$ cat src/data_space_pkg.sv
// Constants, types and state layout for the data-space and arithmetic decoder.
// Assumes one 40 MHz clock and an APB master for all register access.
package data_space_pkg;
	localparam logic [7:0] BIT_BYTE_MASK = 8'hf8;
	localparam logic [7:0] BIT_RAM_BASE  = 8'h20;
	localparam logic [7:0] SFR_ACC       = 8'he0;
	localparam logic [7:0] SFR_STWORD    = 8'hd0;
	localparam logic [7:0] SFR_SP        = 8'h81;
	localparam logic [7:0] SFR_DPL       = 8'h82;
	localparam logic [7:0] SFR_DPH       = 8'h83;
	localparam logic [7:0] SP_RESET      = 8'h07;
	localparam int         MEM_DEPTH     = 512;

	// APB byte offsets
	localparam logic [7:0] REG_INSTR  = 8'h00;
	localparam logic [7:0] REG_ACC    = 8'h04;
	localparam logic [7:0] REG_STWORD = 8'h08;
	localparam logic [7:0] REG_PC     = 8'h0c;
	localparam logic [7:0] REG_STATUS = 8'h10;
	localparam logic [7:0] REG_DADDR  = 8'h14;
	localparam logic [7:0] REG_DATA   = 8'h18;
	localparam logic [7:0] REG_SP     = 8'h1c;
	localparam logic [7:0] REG_DPTR   = 8'h20;
	localparam int         STAT_ILLEGAL = 0;
	localparam int         STAT_LEN_LSB = 2;

	// program_status_word bit positions
	localparam int FLAG_CARRY   = 7;
	localparam int FLAG_AUX     = 6;
	localparam int BANK_SEL_LSB = 3;
	localparam int FLAG_OVER    = 2;
	localparam int FLAG_PARITY  = 0;

	// Opcode groups and operand forms
	localparam logic [3:0] GRP_INC  = 4'h0;
	localparam logic [3:0] GRP_ADD  = 4'h2;
	localparam logic [3:0] GRP_ADD_CARRY  = 4'h3;
	localparam logic [3:0] GRP_SUB_BORROW = 4'h9;
	localparam logic [3:0] LO_IMM   = 4'h4;
	localparam logic [3:0] LO_DIR   = 4'h5;
	localparam logic [2:0] LO_IND   = 3'h3;
	localparam int         LO_REG_BIT = 3;
	localparam logic [7:0] OP_SHORT_JUMP = 8'h80;
	localparam logic [7:0] OP_LONG_JUMP  = 8'h02;
	localparam logic [7:0] OP_LONG_CALL  = 8'h12;
	localparam logic [7:0] OP_MOVDP = 8'h90;
	localparam logic [7:0] OP_SETB  = 8'hd2;
	localparam logic [7:0] OP_CLRB  = 8'hc2;
	localparam logic [4:0] OP_ABS_JUMP = 5'h01;
	localparam logic [4:0] OP_ABS_CALL = 5'h11;
	localparam logic [1:0] LEN1 = 2'd1;
	localparam logic [1:0] LEN2 = 2'd2;
	localparam logic [1:0] LEN3 = 2'd3;

	typedef enum logic [1:0] {ALU_ADD, ALU_ADD_CARRY, ALU_SUB_BORROW, ALU_INC} alu_op_e;
	typedef enum logic [2:0] {ST_IDLE, ST_PTR, ST_OPND, ST_PUSH_LO, ST_PUSH_HI} exec_state_e;

	typedef struct packed {
		logic [7:0] res;
		logic       carry;
		logic       auxCarry;
		logic       overflow;
	} alu_out_s;

	typedef struct packed {
		logic       sfr;
		logic [7:0] addr;
	} data_addr_s;

	typedef struct packed {
		logic       we;
		data_addr_s a;
		logic [7:0] wd;
	} mem_req_s;

	typedef struct packed {
		exec_state_e st;
		logic [23:0] instr;
		logic [7:0]  acc;
		logic [7:0]  statusWord;
		logic [7:0]  sp;
		logic [15:0] pc;
		logic [15:0] dptr;
		logic [15:0] ret;
		data_addr_s  dAddr;
		data_addr_s  opAddr;
		logic        illegal;
		logic [1:0]  len;
		logic        memOnData;
		logic        pready;
		logic        pslverr;
		logic [31:0] prdata;
	} core_state_s;
endpackage

$ cat src/data_ram.sv
// Internal data memory: lower/upper RAM and control register backing store.
// Index is {control space, address}; read data is registered, write-first.
`timescale 1ns/100ps
`default_nettype none
module data_ram (
	input  wire logic                     clk,   // Core clock
	input  wire data_space_pkg::mem_req_s req,   // Access request
	output logic [7:0]                    rdata  // Registered read data
);
	logic [7:0] mem [0:data_space_pkg::MEM_DEPTH-1];

	always_ff @(posedge clk)
	begin
		if (req.we)
		begin
			mem[req.a] <= req.wd;
			rdata <= req.wd;
		end
		else
			rdata <= mem[req.a];
	end
endmodule
`default_nettype wire

$ cat src/arith_unit.sv
// Eight-bit adder for add, add_with_carry, subtract_with_borrow and increment.
// Purely combinational; the caller registers the result and flags.
`timescale 1ns/100ps
`default_nettype none
module arith_unit (
	input  wire logic [7:0]              a,    // Left operand
	input  wire logic [7:0]              b,    // Right operand
	input  wire logic                    carryIn, // carry_flag in
	input  wire data_space_pkg::alu_op_e op,   // Operation
	output var  data_space_pkg::alu_out_s y    // Result and flags
);
	logic       sub;
	logic [7:0] bx;
	logic       cx;
	logic [8:0] full;
	logic [4:0] half;

	always_comb
	begin
		sub = op == data_space_pkg::ALU_SUB_BORROW;
		bx = sub ? ~b : (op == data_space_pkg::ALU_INC ? 8'h01 : b);
		cx = op == data_space_pkg::ALU_ADD_CARRY ? carryIn : (sub ? ~carryIn : 1'b0);
		// Subtraction as a + ~b + ~borrow; carries invert into borrows
		full = {1'b0, a} + {1'b0, bx} + {8'h00, cx};
		half = {1'b0, a[3:0]} + {1'b0, bx[3:0]} + {4'h0, cx};
		y.res = full[7:0];
		y.carry = full[8] ^ sub;
		y.auxCarry = half[4] ^ sub;
		y.overflow = (a[7] == bx[7]) && (full[7] != a[7]);
	end
endmodule
`default_nettype wire

$ cat src/cpu_data_space_arith_decode.sv
// Operand addressing and arithmetic decode with an APB register window.
// Assumes an APB master on clk; instructions arrive as words in the INSTR register.
//
// The APB slave port and the register addresses were chosen for this implementation.
`timescale 1ns/100ps
`default_nettype none
module cpu_data_space_arith_decode (
	input  wire logic        clk,     // 40 MHz core clock
	input  wire logic        arst_n,  // Asynchronous reset, active low
	input  wire logic        psel,    // APB select
	input  wire logic        penable, // APB access phase
	input  wire logic        pwrite,  // APB write when high
	input  wire logic [7:0]  paddr,   // APB byte address
	input  wire logic [31:0] pwdata,  // APB write data
	output logic             pready,  // APB ready
	output logic [31:0]      prdata,  // APB read data
	output logic             pslverr, // APB error on unmapped address
	output logic [7:0]       acc,     // Accumulator
	output logic [7:0]       statusWord // program_status_word
);
	import data_space_pkg::*;

	core_state_s q;
	core_state_s d;
	mem_req_s    mreq;
	logic [7:0]  memRd;
	alu_out_s    aluY;
	alu_op_e     aluOp;
	logic [7:0]  aluA;
	logic [7:0]  operand;
	logic [7:0]  opndVal;
	logic [23:0] cur;
	logic [7:0]  opc;
	logic [7:0]  op1;
	logic [3:0]  lo;
	logic [3:0]  hi;
	logic        idle;
	logic        respond;
	logic        start;
	logic        isInc;
	logic        isArith;
	logic        isBit;
	logic        wbEn;
	data_addr_s  wbA;
	logic [7:0]  wbV;
	logic [1:0]  bank;
	logic [15:0] pcN;
	logic [10:0] absTgt;
	data_addr_s  bitByte;
	logic [31:0] rd;

	data_ram u_ram (
		.clk   (clk),
		.req   (mreq),
		.rdata (memRd)
	);

	arith_unit u_alu (
		.a       (aluA),
		.b       (operand),
		.carryIn (q.statusWord[FLAG_CARRY]),
		.op      (aluOp),
		.y       (aluY)
	);

	assign pready = q.pready;
	assign prdata = q.prdata;
	assign pslverr = q.pslverr;
	assign acc = q.acc;
	assign statusWord = q.statusWord;

	// Decode of the word being started, or of the one in flight
	always_comb
	begin
		idle = q.st == ST_IDLE;
		cur = idle ? pwdata[23:0] : q.instr;
		opc = cur[7:0];
		op1 = cur[15:8];
		lo = opc[3:0];
		hi = opc[7:4];
		bank = q.statusWord[BANK_SEL_LSB +: 2];
		isInc = hi == GRP_INC;
		isArith = (isInc || hi == GRP_ADD || hi == GRP_ADD_CARRY || hi == GRP_SUB_BORROW) && lo >= LO_IMM;
		isBit = opc == OP_SETB || opc == OP_CLRB;
		unique case (hi)
			GRP_ADD: aluOp = ALU_ADD;
			GRP_ADD_CARRY: aluOp = ALU_ADD_CARRY;
			GRP_SUB_BORROW: aluOp = ALU_SUB_BORROW;
			default: aluOp = ALU_INC;
		endcase
		if (op1[7])
			bitByte = '{sfr: 1'b1, addr: op1 & BIT_BYTE_MASK};
		else
			bitByte = '{sfr: 1'b0, addr: BIT_RAM_BASE + {3'h0, op1[7:3]}};
		pcN = q.pc + {14'h0, (opc == OP_LONG_JUMP || opc == OP_LONG_CALL) ? LEN3 : LEN2};
		absTgt = {opc[7:5], op1};
	end

	// Direct reads of core registers come from flip-flops, the rest from memory
	always_comb
	begin
		opndVal = memRd;
		if (q.opAddr.sfr)
		begin
			case (q.opAddr.addr)
				SFR_ACC: opndVal = q.acc;
				SFR_STWORD: opndVal = q.statusWord;
				SFR_SP: opndVal = q.sp;
				SFR_DPL: opndVal = q.dptr[7:0];
				SFR_DPH: opndVal = q.dptr[15:8];
				default: opndVal = memRd;
			endcase
		end
		operand = start ? (isInc ? q.acc : op1) : opndVal;
		aluA = isInc ? operand : q.acc;
	end

	always_comb
	begin
		rd = '0;
		unique case (paddr)
			REG_INSTR: rd[23:0] = q.instr;
			REG_ACC: rd[7:0] = q.acc;
			REG_STWORD: rd[7:0] = q.statusWord;
			REG_PC: rd[15:0] = q.pc;
			REG_DADDR: rd[8:0] = q.dAddr;
			REG_DATA: rd[7:0] = memRd;
			REG_SP: rd[7:0] = q.sp;
			REG_DPTR: rd[15:0] = q.dptr;
			default:
			begin
				rd[STAT_ILLEGAL] = q.illegal;
				rd[STAT_LEN_LSB +: 2] = q.len;
			end
		endcase
	end

	always_comb
	begin
		d = q;
		d.pready = 1'b0;
		d.pslverr = 1'b0;
		mreq = '0;
		mreq.a = q.dAddr;
		wbEn = 1'b0;
		wbA = q.opAddr;
		wbV = aluY.res;
		// APB waits while an instruction runs, and for data read to settle
		respond = psel && penable && !q.pready && idle && (pwrite || paddr != REG_DATA || q.memOnData);
		start = respond && pwrite && paddr == REG_INSTR;
		d.memOnData = idle && !(respond && pwrite && (paddr == REG_DADDR || paddr == REG_INSTR));
		if (respond)
		begin
			d.pready = 1'b1;
			if (!pwrite)
				d.prdata = rd;
			case (paddr)
				REG_INSTR, REG_DATA, REG_ACC, REG_STWORD, REG_PC, REG_DADDR, REG_SP, REG_DPTR, REG_STATUS: ;
				default: d.pslverr = 1'b1;
			endcase
			if (pwrite)
			begin
				case (paddr)
					REG_ACC: d.acc = pwdata[7:0];
					REG_STWORD: d.statusWord = pwdata[7:0];
					REG_PC: d.pc = pwdata[15:0];
					REG_SP: d.sp = pwdata[7:0];
					REG_DPTR: d.dptr = pwdata[15:0];
					REG_DADDR: d.dAddr = pwdata[8:0];
					REG_DATA:
					begin
						mreq.we = 1'b1;
						mreq.wd = pwdata[7:0];
					end
					default: ;
				endcase
			end
		end
		if (start)
		begin
			d.instr = cur;
			d.illegal = 1'b0;
			if (isArith)
			begin
				if (lo == LO_IMM)
				begin
					d.len = isInc ? LEN1 : LEN2;
					if (!isInc)
					begin
						d.statusWord[FLAG_CARRY] = aluY.carry;
						d.statusWord[FLAG_AUX] = aluY.auxCarry;
						d.statusWord[FLAG_OVER] = aluY.overflow;
					end
					d.acc = aluY.res;
				end
				else if (lo == LO_DIR)
				begin
					d.len = LEN2;
					d.opAddr = '{sfr: op1[7], addr: op1};
					d.st = ST_OPND;
				end
				else if (lo[3:1] == LO_IND)
				begin
					d.len = LEN1;
					d.opAddr = '{sfr: 1'b0, addr: {3'h0, bank, 2'h0, lo[0]}};
					d.st = ST_PTR;
				end
				else
				begin
					d.len = LEN1;
					d.opAddr = '{sfr: 1'b0, addr: {3'h0, bank, lo[2:0]}};
					d.st = ST_OPND;
				end
				mreq.a = d.opAddr;
				d.pc = q.pc + {14'h0, d.len};
			end
			else if (opc == OP_SHORT_JUMP)
			begin
				d.len = LEN2;
				d.pc = pcN + {{8{op1[7]}}, op1};
			end
			else if (opc[4:0] == OP_ABS_JUMP || opc[4:0] == OP_ABS_CALL)
			begin
				d.len = LEN2;
				d.pc = {pcN[15:11], absTgt};
				d.ret = pcN;
				d.st = opc[4:0] == OP_ABS_CALL ? ST_PUSH_LO : ST_IDLE;
			end
			else if (opc == OP_LONG_JUMP || opc == OP_LONG_CALL)
			begin
				d.len = LEN3;
				d.pc = {op1, cur[23:16]};
				d.ret = pcN;
				d.st = opc == OP_LONG_CALL ? ST_PUSH_LO : ST_IDLE;
			end
			else if (opc == OP_MOVDP)
			begin
				d.len = LEN3;
				d.dptr = {op1, cur[23:16]};
				d.pc = pcN;
			end
			else if (isBit)
			begin
				d.len = LEN2;
				d.opAddr = bitByte;
				mreq.a = bitByte;
				d.pc = pcN;
				d.st = ST_OPND;
			end
			else
				d.illegal = 1'b1;
		end
		unique case (q.st)
			ST_IDLE: ;
			ST_PTR:
			begin
				d.opAddr = '{sfr: 1'b0, addr: memRd};
				mreq.a = d.opAddr;
				d.st = ST_OPND;
			end
			ST_OPND:
			begin
				d.st = ST_IDLE;
				if (isBit)
				begin
					wbEn = 1'b1;
					wbV = opndVal;
					wbV[op1[2:0]] = opc == OP_SETB;
				end
				else if (isInc)
					wbEn = 1'b1;
				else
				begin
					d.acc = aluY.res;
					d.statusWord[FLAG_CARRY] = aluY.carry;
					d.statusWord[FLAG_AUX] = aluY.auxCarry;
					d.statusWord[FLAG_OVER] = aluY.overflow;
				end
			end
			ST_PUSH_LO, ST_PUSH_HI:
			begin
				d.sp = q.sp + 8'h01;
				mreq.we = 1'b1;
				mreq.a = '{sfr: 1'b0, addr: d.sp};
				mreq.wd = q.st == ST_PUSH_LO ? q.ret[7:0] : q.ret[15:8];
				d.st = q.st == ST_PUSH_LO ? ST_PUSH_HI : ST_IDLE;
			end
		endcase
		if (wbEn)
		begin
			if (wbA.sfr && wbA.addr == SFR_ACC)
				d.acc = wbV;
			else if (wbA.sfr && wbA.addr == SFR_STWORD)
				d.statusWord = wbV;
			else if (wbA.sfr && wbA.addr == SFR_SP)
				d.sp = wbV;
			else if (wbA.sfr && wbA.addr == SFR_DPL)
				d.dptr[7:0] = wbV;
			else if (wbA.sfr && wbA.addr == SFR_DPH)
				d.dptr[15:8] = wbV;
			else
			begin
				mreq.we = 1'b1;
				mreq.a = wbA;
				mreq.wd = wbV;
			end
		end
		d.statusWord[FLAG_PARITY] = ^d.acc;
	end

	always_ff @(posedge clk or negedge arst_n)
	begin
		if (!arst_n)
		begin
			q <= '0;
			q.sp <= SP_RESET;
		end
		else
			q <= d;
	end

	// Helpers read only by the checks below
	logic [8:0]  immSum;
	logic [4:0]  pcPage;
	logic [7:0]  dirAddr;
	logic [15:0] opWord;
	logic [2:0]  flagBits;
	assign immSum = {1'b0, q.acc} + {1'b0, pwdata[15:8]};
	assign pcPage = pcN[15:11];
	assign dirAddr = pwdata[15:8];
	assign opWord = {pwdata[15:8], pwdata[23:16]};
	assign flagBits = {q.statusWord[FLAG_CARRY], q.statusWord[FLAG_AUX], q.statusWord[FLAG_OVER]};

	a_upper_indirect: assert property (@(posedge clk) disable iff (!arst_n)
		q.st == ST_PTR |=> q.st == ST_OPND && !q.opAddr.sfr) else $error("Indirect operand left RAM space");
	a_direct_space: assert property (@(posedge clk) disable iff (!arst_n)
		start && isArith && lo == LO_DIR |=> q.opAddr.sfr == $past(dirAddr[7]) && q.opAddr.addr == $past(dirAddr))
		else $error("Direct operand space wrong");
	a_stack_push: assert property (@(posedge clk) disable iff (!arst_n)
		start && opc == OP_LONG_CALL |-> ##1 mreq.we && !mreq.a.sfr ##1 mreq.we ##1 q.sp == $past(q.sp, 3) + 8'h02)
		else $error("Call push sequence wrong");
	a_bit_sfr: assert property (@(posedge clk) disable iff (!arst_n)
		start && isBit && dirAddr[7] |=> q.opAddr == {1'b1, $past(dirAddr) & BIT_BYTE_MASK})
		else $error("Control register bit mapping wrong");
	a_bit_ram: assert property (@(posedge clk) disable iff (!arst_n)
		start && isBit && !dirAddr[7] |=> !q.opAddr.sfr && q.opAddr.addr[7:4] == BIT_RAM_BASE[7:4])
		else $error("RAM bit mapping wrong");
	a_bank_select: assert property (@(posedge clk) disable iff (!arst_n)
		start && isArith && lo[LO_REG_BIT] |=> q.opAddr.addr[4:3] == $past(bank) && q.st == ST_OPND)
		else $error("Bank register outside selected bank");
	a_rel_target: assert property (@(posedge clk) disable iff (!arst_n)
		start && opc == OP_SHORT_JUMP |=> q.pc == $past(q.pc) + 16'h0002 + {{8{$past(dirAddr[7])}}, $past(dirAddr)})
		else $error("Relative target wrong");
	a_abs_page: assert property (@(posedge clk) disable iff (!arst_n)
		start && opc[4:0] == OP_ABS_JUMP |=> q.pc[15:11] == $past(pcPage)) else $error("Absolute jump left page");
	a_long_target: assert property (@(posedge clk) disable iff (!arst_n)
		start && opc == OP_LONG_JUMP |=> q.pc == $past(opWord)) else $error("Long jump target wrong");
	a_add_imm: assert property (@(posedge clk) disable iff (!arst_n)
		start && opc == {GRP_ADD, LO_IMM} |=> {q.statusWord[FLAG_CARRY], q.acc} == $past(immSum)
		&& q.pc == $past(q.pc) + 16'h0002)
		else $error("Immediate add result wrong");
	a_inc_flags: assert property (@(posedge clk) disable iff (!arst_n)
		q.st == ST_OPND && isInc |=> flagBits == $past(flagBits) || $past(q.opAddr) == {1'b1, SFR_STWORD})
		else $error("Increment changed flags");
endmodule
`default_nettype wire

$ cat config.mk
export PLATFORM = sky130hd
export DESIGN_NAME = cpu_data_space_arith_decode
export DESIGN_NICKNAME = d
export VERILOG_FILES = /design/src/data_space_pkg.sv /design/src/data_ram.sv /design/src/arith_unit.sv /design/src/cpu_data_space_arith_decode.sv
export SDC_FILE = /design/constraint.sdc
export NUM_CORES = 2
export LEC_CHECK = 0
export BUFFER_PORTS_ARGS = -buffer_cell sky130_fd_sc_hd__buf_2
export CELL_PAD_IN_SITES_DETAIL_PLACEMENT = 1
export CELL_PAD_IN_SITES_GLOBAL_PLACEMENT = 2
export CORE_MARGIN = 5
export CORE_UTILIZATION = 47
export DETAILED_ROUTE_END_ITERATION = 6
export PLACE_DENSITY = 0.83
export SLEW_MARGIN = 10
export SYNTH_ARGS = -nofsm -noshare
export SYNTH_HDL_FRONTEND = slang
export SYNTH_SLANG_ARGS = --single-unit
$ cat constraint.sdc
create_clock -name clk -period 45.8 [get_ports clk]
set_clock_uncertainty 0.05 [all_clocks]
set_input_delay 2.29 -clock clk [delete_from_list [all_inputs] [get_ports clk]]
set_output_delay 2.29 -clock clk [all_outputs]
set_load 0.02 [all_outputs]
### Word-level counts from Yosys, hierarchy flattened

Memories as Yosys holds them, arrays and structs flattened. A register that Yosys moved wholly into a read port is not among the register bits.
Cells that the tools add are included.

| cells by class | value |
|---|---|
| bitwise logic cells | 7 |
| add/sub/neg operators | 9 |
| $lt $le $gt $ge | 3 |
| equality and inequality tests | 44 |
| multiplexer cells | 142 |
| reduce and logical (&&, ||, !) cells | 45 |

Operator list:

| operator | count |
|---|---|
| 16-bit two-way mux | 18 |
| 8-bit two-way mux | 25 |
| 9-bit two-way mux | 13 |
| 56-bit two-way mux | 2 |
| 18-bit two-way mux | 6 |
| 10-bit two-way mux | 9 |
| 8-bit equality test (second input constant) | 9 |
| 24-bit two-way mux | 3 |
| 32-bit two-way mux | 2 |
| 48-bit two-way mux | 1 |
| 8-bit by 5-bit equality test with 1-bit output (second input constant) | 5 |
| 8-bit one-hot mux with 5 select lines | 1 |
| 37-bit two-way mux | 1 |
| 34-bit two-way mux | 1 |
| 16-bit by 2-bit adder with 16-bit output | 2 |
| 2-bit two-way mux | 16 |
| 4-bit one-hot mux with 8 select lines | 1 |
| 3-bit two-way mux | 9 |
| 1-bit two-way mux | 23 |
| 7-bit one-hot mux with 3 select lines | 1 |
| 9-bit one-hot mux with 2 select lines | 1 |
| 16-bit adder | 1 |
| 8-bit by 4-bit equality test with 1-bit output (second input constant) | 2 |
| 1-bit logical AND | 16 |
| other kinds (57) | 82 |

| word-level totals | value |
|---|---|
| output and inout port bits | 50 |
| input port bits | 45 |
| logic and storage cells | 269 |
| register bits | 147 |
| RAM bits | 4096 |
| memories kept | 1 |

Memory list:

| name | depth | width | read ports | clocked after Yosys merged registers in | wr ports | line | RTL |
|---|---|---|---|---|---|---|---|
| u_ram.mem | 512 | 8 | 1 | 1 | 1 | data_ram.sv:10 | `logic [7:0] mem [0:data_space_pkg::MEM_DEPTH-1];` |

### Longest topological paths before layout

| logic depth | value |
|---|---|
| depth in word-level cells | 24 |
| mapped depth | 33 |
| gate-level depth less buffers | 24 |

### Cells and area by module

From an unflattened synthesis, not the netlist that was laid out.

| second synthesis, totals | value |
|---|---|
| cells, all modules | 9611 |
| area total of the unflattened synthesis | 172469.2 µm² |

Modules (own cells, without submodules):

| module | sequential area each (µm²) | cells each | area an instance (µm²) | times used |
|---|---|---|---|---|
| data_ram | 123178.1 | 8031 | 159947.2 | 1 |
| cpu_data_space_arith_decode | 3682.3 | 1521 | 12030.3 | 1 |
| arith_unit | 0.0 | 59 | 491.7 | 1 |

### Worst setup path after synthesis

No wires, ideal clock.

| timing path | value |
|---|---|
| path type | input port to flip-flop |
| from | input paddr[1] |
| to | memory u_ram.mem[0][6] (data pin) |
| data required time | 42699 ps |
| setup slack | 22246 ps |
| cell stages on the path | 22 |
| arrival time | 20452 ps |
| buffers on the path | 3 |
| path through | or4_1 -> nor3_1 -> and2_1 -> clkbuf_1 -> and2_1 -> clkbuf_1 -> clkbuf_1 -> o211ai_1 -> o31ai_1 -> mux2_2 -> fa_1 -> fa_1 -> a21oi_1 -> nor2_1 -> nor2_1 -> nor2b_1 -> o21ai_0 -> a21oi_1 -> nand2b_1 -> nor2_1 -> a21oi_1 -> mux2i_1 |

RTL lines:

| element | line | RTL |
|---|---|---|
| from (decl) | cpu_data_space_arith_decode.sv:13 | `input wire logic [7:0] paddr,` |
| to (decl) | data_ram.sv:10 |  |

==> metrics <==
Leakage 0.0642 uW; Critical Path AT 14910 ps; status finished, final reports clean; WS Path Type flip-flop to flip-flop; Synth top cells by count 4096 x edfxtp_1, 1060 x mux4_2, 618 x nor2_1; CP endpoint kind flip-flop; DRT iter0 DRCs 12500; biggest area consumer among synthesized cells edfxtp_1; post-route cell area 191000 um^2; final core utilization 52.5%; Nets 8885; DRC viols 0; Top-Level Pins 95; routability cong. 0.913; first-pass GRT wire length 723 mm; max incr delay on CP 1010 ps; Max Clk Rate 69.7 MHz; count leader, synth edfxtp_1; Via Count 91100; I/O Buffers 78; final WL 507 mm; Worst setup SP type flip-flop; Cell Area, Placed 177000 um^2; Initial Util 47.2%; First-pass DRT Iterations 7; Pins Over Slew Limit 0; max-cap violations 0; vias per cell 6.53; Synth Flop Type edfxtp_1; largest fanout on the critical path 104; Final Hold Viols 0; Worst Hold Class flip-flop to flip-flop; Max clock buf depth 4; flops & latches, synth 4252; syn avg cell area 19.8 um^2; Yosys warnings 0; synthesized cell area 172000 um^2; Post-synth EDFFs 4096; Final Critical Period 14340 ps; CP max-delay cell buf_4; Final TNS setup 0 ps; total track usage 26.5%; Root Buffer clkbuf_16; post-DP HPWL 311 mm; layout cell share with drive strength beyond 1 23.4%; Netlist cell types 112; Tcrit/Tclk final 31.3%; asr flop ratio synth 3.46%; post_cts resized 0; Worst slew margin 7.66%; largest net degree at the start of global routing 230; Die ar. 377000 um^2; Slew @ Worst Pin 1370 ps; setup violators final 0; FP Rows 221; area grow syn2layout 11.1%; post-route ant nets 0; main area contributors after synthesis edfxtp_1 72%, mux4_2 14%, dfrtp_1 2.1%, mux2i_1 2.0%, nor2_1 1.4%; Seq/Total Area, Yosys 74.0%; htree depth 5; CTS buffer count 426; DIE WIDTH 614 um; cts hold-fix bufs 0; per-cell routed wire length 36.4 um; Peak VDD IR 0.0000351 V; CTS clk-pin slew, worst paths 60 ps; later-pin clock latency in the skew report 1020 ps; die span in y 614 um; CTS tree done; Crit path required time 46380 ps; vias in the first global route 94000; core area 363000 um^2; Remaining Overflow, GRT 0; Cell Pwr Density 40.9 nW/um^2; RSZ-0062 raised after global routing false; Clock Sink Count 4252; top-area cell type share of the netlist area 71.7%; antenna violations before repair 22; CP most frequent cell buf_4; Post-CTS Setup Inserts 0; cells after synthesis 8678
-- layout by cell type, fill, tap and decap left out, types with 18 or more instances in the layout --
cell type	instances
a21oi_1	163
nand4_1	18
nor2_2	27
nor3_1	35
xnor2_1	38
a222oi_1	21
a211oi_1	36
ha_1	27
nor2b_1	18
o21ai_0	157
a22o_1	26
nor2_1	612
clkinv_1	107
a221oi_1	40
nand2_1	371
xor2_1	28
and3_1	18
clkinv_2	71
dfrtp_1	144
nand3_1	116
mux2i_1	337
o22ai_1	18
clkbuf_16	431
buf_4	201
mux4_2	1060
o211ai_1	49
bufinv_16	44
and2_1	21
a22oi_1	151
clkbuf_1	76
mux2_2	56
a31oi_1	35
edfxtp_1	4096
buf_2	77
inv_1	30
-- state kept, by name (all words and copies together), names as in the netlist, named ones only --
name	cells
q	105
u_ram.mem	4096
acc	8
statusWord	8
prdata	24
pready	1
pslverr	1
-- final cells by class --
| type | count | area [um^2] |
|---|---|---|
| tap | 4794 | 6000 |
| timing repair buffer | 294 | 2200 |
| clock inverter | 262 | 2680 |
| clock buffer | 510 | 11100 |
| fill | 32000 | 173000 |
| multi-input combinational | 3800 | 41500 |
| inverter | 35 | 144 |
| antenna | 8 | 20.0 |
| sequential | 4252 | 127000 |
-- cells by family after synthesis --
group                      Yosys count  synth area share [%]
xor gates and xnor gates            66                 0.337
and+or+nand+nor                   1366                  3.50
other                                1               0.00219
buffers and inverters              633                  2.10
AOI/OAI and AO/OA                  864                  3.47
muxes                             1465                  16.4
DFF                               4252                  74.0
adders and majority gates           31                 0.244
-- power breakdown --
part | internal [uW] | switching (uW) | total, uW | leakage, uW
Combinational | 32.5 | 65.6 | 98.1 | 0.0130
Clock | 1980 | 1510 | 3490 | 0.00671
Sequential | 4200 | 4.32 | 4200 | 0.0445
-- per-layer routing --
| metal | vias up | global-route usage (%) | routed length (um) |
|---|---|---|---|
| met1 | 48500 | 35.8 | 188000 |
| met2 | 5598 | 40.8 | 236000 |
| met5 | - | 0 | 48 |
| met4 | 8 | 13.1 | 29100 |
| met3 | 1137 | 6.15 | 53500 |
| li1 | 35900 | - | - |
-- critical path, delay by kind of cell, from the launching register on --
kind / cells / cell delay [ps]
AOI/OAI and AO/OA: 7 / 1630
and+or+nand+nor: 9 / 1110
muxes: 4 / 1710
buffers and inverters: 12 / 7510
adders and majority gates: 2 / 960
DFF: 1 / 660
-- per-stage QoR --
step | cells | setup slack (ps) | power (uW) | hold slack [ps]
finish | 14000 | 31460 | 7790 | 427
global placement | 13200 | 31810 | 4380 | 411
global route | 13900 | 30620 | 8010 | 454
CTS | 13900 | 31310 | 7820 | 436
floorplan | 8685 | 22250 | 4340 | 397
detailed placement | 13200 | 31400 | 4380 | 424
-- final timing paths --
path / from / endpoint / slack, ps / cells past startpoint
setup / recovery: flip-flop / u_ram.mem[351][6]$_DFFE_PP_ / 31460 / 34
hold / removal: prdata[4]$_DFFE_PN0P_ / prdata[4]$_DFFE_PN0P_ / 430 / 2
setup reg to reg: flip-flop / u_ram.mem[351][6]$_DFFE_PP_ / 31460 / 34
hold reg to reg: prdata[4]$_DFFE_PN0P_ / prdata[4]$_DFFE_PN0P_ / 430 / 2
max in group asynchronous: arst_n / prdata[18]$_DFFE_PN0P_ / 42940 / 2
min in group asynchronous: arst_n / acc[4]$_DFF_PN0_ / 1330 / 1
Note: power is estimated with default switching activity, not from simulation.
